File: src/hdl/sfb_map.svh
// constants for the serial flash bus slave
`ifndef SFB_MAP_SVH
`define SFB_MAP_SVH
`define SFB_OP_CAR_LEGACY 8'he8
`define SFB_OP_CAR        8'h0b
`define SFB_OP_CAR_LF     8'h03
`define SFB_OP_PAGE_RD    8'hd2
`define SFB_OP_BUF1_RD    8'hd4
`define SFB_OP_BUF2_RD    8'hd6
`define SFB_OP_BUF1_RD_LF 8'hd1
`define SFB_OP_BUF2_RD_LF 8'hd3
`define SFB_OP_PROT_RD    8'h32
`define SFB_OP_LOCK_RD    8'h35
`define SFB_OP_SEC_RD     8'h77
`define SFB_OP_STAT_RD    8'hd7
`define SFB_OP_ID_RD      8'h9f
`define SFB_ADDR_BYTES    3'h3
`define SFB_DUMMY_FAST    3'h1
`define SFB_DUMMY_LEGACY  3'h4
`endif

File: src/hdl/sfb_pkg.sv
// types for the serial flash bus slave
package sfb_pkg;
  typedef enum logic [3:0] {
    SFB_K_NONE, SFB_K_CAR, SFB_K_CAR_LF, SFB_K_PAGE, SFB_K_BUF1,
    SFB_K_BUF2, SFB_K_PROT, SFB_K_LOCK, SFB_K_SEC, SFB_K_STAT, SFB_K_ID
  } sfb_kind_e;
  typedef enum logic [1:0] {SFB_OPC, SFB_ADR, SFB_DUM, SFB_DAT} sfb_phase_e;
endpackage : sfb_pkg

File: src/hdl/sfb_slave.sv
// serial flash bus slave: command decode and read data shifter
`timescale 1ns/10ps
`include "sfb_map.svh"
module sfb_slave
  import sfb_pkg::*;
(
  // clock and reset
  input  wire logic        core_clk,
  input  wire logic        nrst,
  // serial pins
  input  wire logic        cs_n,
  input  wire logic        sck,
  input  wire logic        si,
  output logic             so,
  output logic             so_oe,
  // read data source
  output logic             rd_start,
  output logic [3:0]       rd_kind,
  output logic [23:0]      rd_addr,
  output logic             rd_next,
  input  wire logic [7:0]  rd_data
);
  typedef struct packed {
    logic [2:0]  cs_sy;
    logic [2:0]  sck_sy;
    logic [2:0]  si_sy;
    logic        cs_q;
    logic        sck_q;
    logic        si_q;
    sfb_phase_e  phase;
    sfb_kind_e   kind;
    logic [7:0]  sh_in;
    logic [2:0]  bitc;
    logic [2:0]  bytec;
    logic [23:0] addr;
    logic [7:0]  sh_out;
    logic        so;
    logic        so_oe;
    logic        rd_start;
    logic        rd_next;
    logic [2:0]  dum;
  } sfb_state_s;

  sfb_state_s st_r;
  sfb_state_s st_nxt;
  // kept apart from the state: only this pair sees the raw nrst
  logic [1:0] rst_sync_r;
  logic       rst_n;
  assign rst_n = rst_sync_r[1];

  function automatic sfb_kind_e decode(input logic [7:0] op);
    unique case (op)
      `SFB_OP_CAR, `SFB_OP_CAR_LEGACY:    decode = SFB_K_CAR;
      `SFB_OP_CAR_LF:                     decode = SFB_K_CAR_LF;
      `SFB_OP_PAGE_RD:                    decode = SFB_K_PAGE;
      `SFB_OP_BUF1_RD, `SFB_OP_BUF1_RD_LF: decode = SFB_K_BUF1;
      `SFB_OP_BUF2_RD, `SFB_OP_BUF2_RD_LF: decode = SFB_K_BUF2;
      `SFB_OP_PROT_RD:                    decode = SFB_K_PROT;
      `SFB_OP_LOCK_RD:                    decode = SFB_K_LOCK;
      `SFB_OP_SEC_RD:                     decode = SFB_K_SEC;
      `SFB_OP_STAT_RD:                    decode = SFB_K_STAT;
      `SFB_OP_ID_RD:                      decode = SFB_K_ID;
      default:                            decode = SFB_K_NONE;
    endcase
  endfunction : decode

  function automatic logic [2:0] dummies(input logic [7:0] op);
    unique case (op)
      `SFB_OP_CAR_LEGACY, `SFB_OP_PAGE_RD, `SFB_OP_SEC_RD:
        dummies = `SFB_DUMMY_LEGACY;
      `SFB_OP_CAR, `SFB_OP_BUF1_RD, `SFB_OP_BUF2_RD:
        dummies = `SFB_DUMMY_FAST;
      default: dummies = 3'h0;
    endcase
  endfunction : dummies

  always_comb begin
    logic       sck_rise;
    logic       sck_fall;
    logic [7:0] byte_in;
    logic [2:0] dcnt;
    st_nxt = st_r;
    sck_rise = 1'b0;
    sck_fall = 1'b0;
    byte_in = 8'h00;
    dcnt = 3'h0;
    st_nxt.cs_sy = {st_r.cs_sy[1:0], cs_n};
    st_nxt.sck_sy = {st_r.sck_sy[1:0], sck};
    st_nxt.si_sy = {st_r.si_sy[1:0], si};
    // a change counts once stages two and three agree
    if (st_r.cs_sy[1] == st_r.cs_sy[2]) st_nxt.cs_q = st_r.cs_sy[2];
    if (st_r.sck_sy[1] == st_r.sck_sy[2]) st_nxt.sck_q = st_r.sck_sy[2];
    if (st_r.si_sy[1] == st_r.si_sy[2]) st_nxt.si_q = st_r.si_sy[2];
    sck_rise = !st_r.cs_q && st_nxt.sck_q && !st_r.sck_q;
    sck_fall = !st_r.cs_q && !st_nxt.sck_q && st_r.sck_q;
    st_nxt.rd_start = 1'b0;
    st_nxt.rd_next = 1'b0;
    if (st_r.cs_q) begin
      // idle clock level is ignored, so mode 0 and 3 both work
      st_nxt.phase = SFB_OPC;
      st_nxt.bitc = 3'h0;
      st_nxt.bytec = 3'h0;
      st_nxt.so_oe = 1'b0;
      st_nxt.kind = SFB_K_NONE;
    end else if (sck_rise) begin
      byte_in = {st_r.sh_in[6:0], st_r.si_q};
      st_nxt.sh_in = byte_in;
      st_nxt.bitc = st_r.bitc + 3'h1;
      if (st_r.bitc == 3'h7) begin
        unique case (st_r.phase)
          SFB_OPC: begin
            st_nxt.kind = decode(byte_in);
            st_nxt.dum = dummies(byte_in);
            st_nxt.bytec = 3'h0;
            if (decode(byte_in) == SFB_K_STAT ||
                decode(byte_in) == SFB_K_ID) begin
              st_nxt.phase = SFB_DAT;
              st_nxt.rd_start = 1'b1;
            end else if (decode(byte_in) != SFB_K_NONE) begin
              st_nxt.phase = SFB_ADR;
            end else begin
              st_nxt.phase = SFB_DUM; // unknown opcode: stay silent
              st_nxt.dum = 3'h7;
            end
          end
          SFB_ADR: begin
            st_nxt.addr = {st_r.addr[15:0], byte_in};
            st_nxt.bytec = st_r.bytec + 3'h1;
            if (st_r.bytec == `SFB_ADDR_BYTES - 3'h1) begin
              st_nxt.bytec = 3'h0;
              if (st_r.dum == 3'h0) begin
                st_nxt.phase = SFB_DAT;
                st_nxt.rd_start = 1'b1;
              end else begin
                st_nxt.phase = SFB_DUM;
              end
            end
          end
          SFB_DUM: begin
            dcnt = st_r.bytec + 3'h1;
            st_nxt.bytec = dcnt;
            // unknown opcodes hold here with bytec wrapping
            if (dcnt == st_r.dum && st_r.kind != SFB_K_NONE) begin
              st_nxt.phase = SFB_DAT;
              st_nxt.rd_start = 1'b1;
            end
          end
          SFB_DAT: st_nxt.rd_next = 1'b1;
        endcase
      end
    end else if (sck_fall && st_r.phase == SFB_DAT) begin
      // launch at the falling edge: valid within clock_low_phase
      st_nxt.so_oe = 1'b1;
      if (st_r.bitc == 3'h0) begin
        st_nxt.so = rd_data[7];
        st_nxt.sh_out = {rd_data[6:0], 1'b0};
      end else begin
        st_nxt.so = st_r.sh_out[7];
        st_nxt.sh_out = {st_r.sh_out[6:0], 1'b0};
      end
    end
  end

  always_ff @(posedge core_clk or negedge nrst) begin
    if (!nrst) begin
      rst_sync_r <= 2'h0;
    end else begin
      rst_sync_r <= {rst_sync_r[0], 1'b1};
    end
  end

  // state reset waits for the synchronised release
  always_ff @(posedge core_clk or negedge rst_n) begin
    if (!rst_n) begin
      st_r.cs_sy    <= 3'h7;
      st_r.sck_sy   <= 3'h0;
      st_r.si_sy    <= 3'h0;
      st_r.cs_q     <= 1'b1;
      st_r.sck_q    <= 1'b0;
      st_r.si_q     <= 1'b0;
      st_r.phase    <= SFB_OPC;
      st_r.kind     <= SFB_K_NONE;
      st_r.sh_in    <= 8'h00;
      st_r.bitc     <= 3'h0;
      st_r.bytec    <= 3'h0;
      st_r.addr     <= 24'h000000;
      st_r.sh_out   <= 8'h00;
      st_r.so       <= 1'b0;
      st_r.so_oe    <= 1'b0;
      st_r.rd_start <= 1'b0;
      st_r.rd_next  <= 1'b0;
      st_r.dum      <= 3'h0;
    end else begin
      st_r.cs_sy    <= st_nxt.cs_sy;
      st_r.sck_sy   <= st_nxt.sck_sy;
      st_r.si_sy    <= st_nxt.si_sy;
      st_r.cs_q     <= st_nxt.cs_q;
      st_r.sck_q    <= st_nxt.sck_q;
      st_r.si_q     <= st_nxt.si_q;
      st_r.phase    <= st_nxt.phase;
      st_r.kind     <= st_nxt.kind;
      st_r.sh_in    <= st_nxt.sh_in;
      st_r.bitc     <= st_nxt.bitc;
      st_r.bytec    <= st_nxt.bytec;
      st_r.addr     <= st_nxt.addr;
      st_r.sh_out   <= st_nxt.sh_out;
      st_r.so       <= st_nxt.so;
      st_r.so_oe    <= st_nxt.so_oe;
      st_r.rd_start <= st_nxt.rd_start;
      st_r.rd_next  <= st_nxt.rd_next;
      st_r.dum      <= st_nxt.dum;
    end
  end

  assign so       = st_r.so;
  assign so_oe    = st_r.so_oe;
  assign rd_start = st_r.rd_start;
  assign rd_kind  = st_r.kind;
  assign rd_addr  = st_r.addr;
  assign rd_next  = st_r.rd_next;
endmodule : sfb_slave

File: config.mk
export PLATFORM = sky130hd
export DESIGN_NAME = sfb_slave
export DESIGN_NICKNAME = d
export VERILOG_FILES = /design/src/hdl/sfb_pkg.sv /design/src/hdl/sfb_slave.sv
export VERILOG_INCLUDE_DIRS = /design/src /design/src/hdl
export SDC_FILE = /design/constraint.sdc
export NUM_CORES = 1
export LEC_CHECK = 0
export ABC_AREA = 1
export ABC_CLOCK_PERIOD_IN_PS = 2300
export BUFFER_PORTS_ARGS = -buffer_cell sky130_fd_sc_hd__buf_2
export CORE_UTILIZATION = 50
export DETAILED_ROUTE_END_ITERATION = 6
export PLACE_DENSITY = 0.79
export SLEW_MARGIN = 20
export SYNTH_ARGS = -nofsm -noshare
export SYNTH_HDL_FRONTEND = slang
export SYNTH_SLANG_ARGS = --single-unit
File: constraint.sdc
create_clock -name core_clk -period 2.3 [get_ports core_clk]
set_clock_uncertainty 0.1 [all_clocks]
set_input_delay 0.575 -clock core_clk [delete_from_list [all_inputs] [get_ports core_clk]]
set_output_delay 0.575 -clock core_clk [all_outputs]
set_load 0.01 [all_outputs]
==> summary by stage <==
Run status
The flow ran to the end, and the final reports show no timing, DRC or antenna violations.

Detailed routing
After detailed routing, the average wire length per cell comes to between 10 and 15 um. The total routed wire length on the met1 layer is slightly below 3 mm. The average via count per standard cell is roughly 5.0. Summed over all nets, wire length on met3 after detailed routing comes to ~370 um. The routed design has between 6 and 7 mm of wire. In this run, the number of DRC markers left after iteration 0 of detailed routing was ~200.

After detailed routing, the met2 layer carries between 2 and 3 mm of wire. The first TritonRoute pass finished after 4 iterations. The count of vias placed by the detailed router is between 2k and 3k. The count of nets left with antenna violations once routing finished came out at 0. The highest metal layer carrying signal wires in the routed design is met4. After detailed routing, the number of remaining DRC violations is 0.

Critical path
The peak per-stage delay on the critical path is roughly 0.41 ns. The startpoint of the worst register-to-register path is st_r[42]$_DFFE_PN0P_. The critical path goes through ha_1 -> ha_1 -> inv_1 -> nor2_4 -> nand2_4 -> mux2_2. The critical path endpoint category is a register. STA puts the critical path data required time at 2.43 ns.

The arrival time reported for the critical path endpoint is between 2 and 2.5 ns. The startpoint-to-endpoint class of the critical path is reg -> reg. The critical path crosses 6 cells after its start point. The number of buffers and inverters on the critical path is 1.

The worst register-to-register path has a depth of 6. The worst-case register-to-register setup slack is 0.37 ns. The cell seen most often among critical-path stages is sky130_fd_sc_hd__ha_1. The worst setup path is launched from a register.

Of all nets on the critical path, the largest fanout is 32. Among cell families on the critical path, the largest total delay comes from flip-flops. Tracing the worst setup path back leads to its startpoint at st_r[42]$_DFFE_PN0P_. The highest-delay cell along the critical path is sky130_fd_sc_hd__dfrtp_1.

Placement
Once detailed placement completed, the half-perimeter wirelength came to around 4.4 mm. Once placement finished, the instance area stood at roughly 3700 um^2. At the placement stage, the worst setup path has a slack of between 0.3 and 0.4 ns. Buffers placed on the I/O ports in this run total 44. The routability congestion estimate is 0.910.

Die
The floorplan has 30 rows. The die is between 80 and 90 um tall. The total core area is between 6000 and 7000 um^2. The die is about 86 um wide. 45 I/O pins were placed. The full die area is around 7500 um^2. The initial utilization of the core area, before any placement, comes to 0.521.

Logic synthesis
The number of warning messages in the yosys log is 0. By area the synthesized netlist is led by sky130_fd_sc_hd__dfrtp_1 47%, sky130_fd_sc_hd__nand2_1 10%, sky130_fd_sc_hd__buf_4 5.9%, sky130_fd_sc_hd__mux2_4 5.9%, sky130_fd_sc_hd__nor2_1 5.4%. Counting flops with a built-in enable in the synthesized netlist gives 0. The synthesized area is ~3600 um^2.

The fraction of the yosys area taken by sequential cells is 0.501. sky130_fd_sc_hd__dfrtp_1 takes more of the synthesized area than any other cell. Of the post-synthesis cell area, the dominant cell type holds 0.471. Synthesis produced between 300 and 400 cells. The mean post-synth cell area is about 9.1 um^2. The number of distinct library cell variants in the gate-level netlist after synthesis is 33. Of all flip-flops after synthesis, the portion carrying an async set or reset was 1.00. Synthesis inferred between 70 and 80 register bits. When the netlist entered floorplanning its net count stood at slightly above 400. By count the netlist is led by 95 x sky130_fd_sc_hd__nand2_1, 67 x sky130_fd_sc_hd__dfrtp_1, 51 x sky130_fd_sc_hd__nor2_1, 40 x sky130_fd_sc_hd__inv_1, 28 x sky130_fd_sc_hd__buf_4. Among all flip-flop cells after synthesis, the most frequent one is sky130_fd_sc_hd__dfrtp_1. The cell with the most instances after synthesis is sky130_fd_sc_hd__nand2_1.

CTS
The latest clock arrival within the worst-skew pair is between 0.3 and 0.4 ns. The number of buffers created by CTS is 9. Buffers added to address setup during post-CTS repair amount to 0.

TritonCTS built the clock tree. The clock tree root driver cell is sky130_fd_sc_hd__clkbuf_8. After clock tree synthesis, the clock-pin slew on the worst setup and hold paths is 0.08 ns. The number of buffers on the longest clock path is 2.

The total clock sinks is about 70. The clock tree synthesis step divided the H-tree into 3 levels.

STA
Setup repair after global routing left no endpoint under its margin. The setup TNS is 0 ns. The final hold violation count came to 0. Setup violations remaining at the end of the flow were counted as 0. The final critical-path required period is 1.93 ns. The count of pins over their slew limit is 0. The fraction of the cycle the final worst path needs is 0.839.

The maximum clock rate is about 520 MHz. The setup slack after layout is approximately 0.37 ns.

Worst hold path
The min-delay analysis places its worst path in the category reg -> async.

Pwr
The final total power is approximately 2700 uW. The power density over cell area is ~700 nW/um^2. The cell leakage power is between 0.002 and 0.0025 uW. The worst-case IR drop observed on VDD is around 0.37 mV.

Finish
0 antenna diodes ended up in the layout. The sequential cell area in the final layout is 1780 um^2. The final cell utilization of the core is 0.568.

In the final layout, the share of cells above drive strength 1 is 0.211. The area growth from synthesis to layout is 8.96%. After routing the design area is just under 4000 um^2.

The count of fill cells added during filler insertion is 619. The multi-input gate area in the final layout is roughly 1400 um^2. After the last flow step, the layout net total stands at about 440.

Global route
The first global-routing pass estimated ~11 mm of wire. The final global-route overflow total is 0. Entering global routing, the biggest net connects 33 pins. The overall fraction of global-route tracks in use is 0.188. The via count of the first global-routing pass is 2,436. The initial antenna violation count came to 0.

Job
Across the run, the number of max-cap violations was 0.
## worst paths after layout
check                                          to
max in group asynchronous    st_r[47]$_DFFE_PN0P_
hold reg to reg              st_nxt[63]$_DFF_PN0_
setup reg to reg           rd_addr[8]$_DFFE_PN0P_
hold / removal               st_nxt[63]$_DFF_PN0_
setup / recovery           rd_addr[8]$_DFFE_PN0P_
min in group core_clk        st_nxt[69]$_DFF_PN1_
## cell usage in the layout (no fill, tap or decap), types with 2 or more instances in the layout
master,synthesis,layout
sky130_fd_sc_hd__a22o_1,2,2
sky130_fd_sc_hd__maj3_1,3,3
sky130_fd_sc_hd__clkinv_4,0,2
sky130_fd_sc_hd__nand3_1,17,17
sky130_fd_sc_hd__nor2_1,51,51
sky130_fd_sc_hd__dfstp_2,4,4
sky130_fd_sc_hd__ha_1,10,10
sky130_fd_sc_hd__clkbuf_8,0,9
sky130_fd_sc_hd__o21ai_0,25,25
sky130_fd_sc_hd__o31ai_1,7,7
sky130_fd_sc_hd__buf_2,0,44
sky130_fd_sc_hd__mux2_2,2,2
sky130_fd_sc_hd__buf_4,28,2
sky130_fd_sc_hd__a21oi_1,3,3
sky130_fd_sc_hd__nand2_1,95,95
sky130_fd_sc_hd__inv_1,40,40
sky130_fd_sc_hd__nand4_1,3,3
sky130_fd_sc_hd__mux2_4,14,14
sky130_fd_sc_hd__dfrtp_1,67,66
## state kept, by name (all words and copies together) (netlist names)
name and count:
so_oe 1, rst_sync_r 2, rd_addr 24, rd_kind 4
rd_next 1, st_r 31, so 1, rd_start 1
st_nxt 6
## power by group
group          internal, uW  total, uW  switching [uW]  leakage, uW
clock                   513       1020             503     0.000102
sequential             1310       1380            70.2     0.000933
combinational          96.3        308             212      0.00107
total                  1920       2700             785      0.00210
## cells by family (layout without fill, tap and decap cells)
family	count (synthesis)	count (layout)	share of synthesized area
DFF	71	71	0.501
adders and majority gates	13	13	0.0436
other	1	1	0.00105
AOI/OAI and AO/OA	43	43	0.0714
and+or+nand+nor	172	172	0.202
xor gates and xnor gates	1	1	0.00246
buffers and inverters	74	104	0.114
muxes	16	16	0.0654
## cell type report
type                            instances  share of cell area
Inverter                               41              0.0397
Sequential cell                        71               0.460
Tap cell                               96              0.0310
Clock buffer                            9              0.0319
Clock inverter                          7              0.0206
Timing Repair Buffer                   47              0.0632
Multi-Input combinational cell        246               0.354
## per-stage QoR
step | hold WS (ns) | cells
after floorplan | 0.179 | 391
after global placement | 0.123 | 500
after detailed placement | 0.130 | 500
after CTS | 0.135 | 517
after global routing | 0.164 | 517
final | 0.116 | 517
## timing repair
| item | in CTS | in global routing |
|---|---|---|
| resized for setup | 0 | 0 |
| hold endpoints to repair | 2 | 0 |
| hold buffers | 1 | 0 |
## metal layers
metal / vias to the layer above / global-route usage
met3: 13 / 0.0505
met2: 83 / 0.281
met1: 1198 / 0.256
li1: 1271 / -
met5: - / 0
met4: 0 / 0.0879
(Power assumes the default switching activity.)
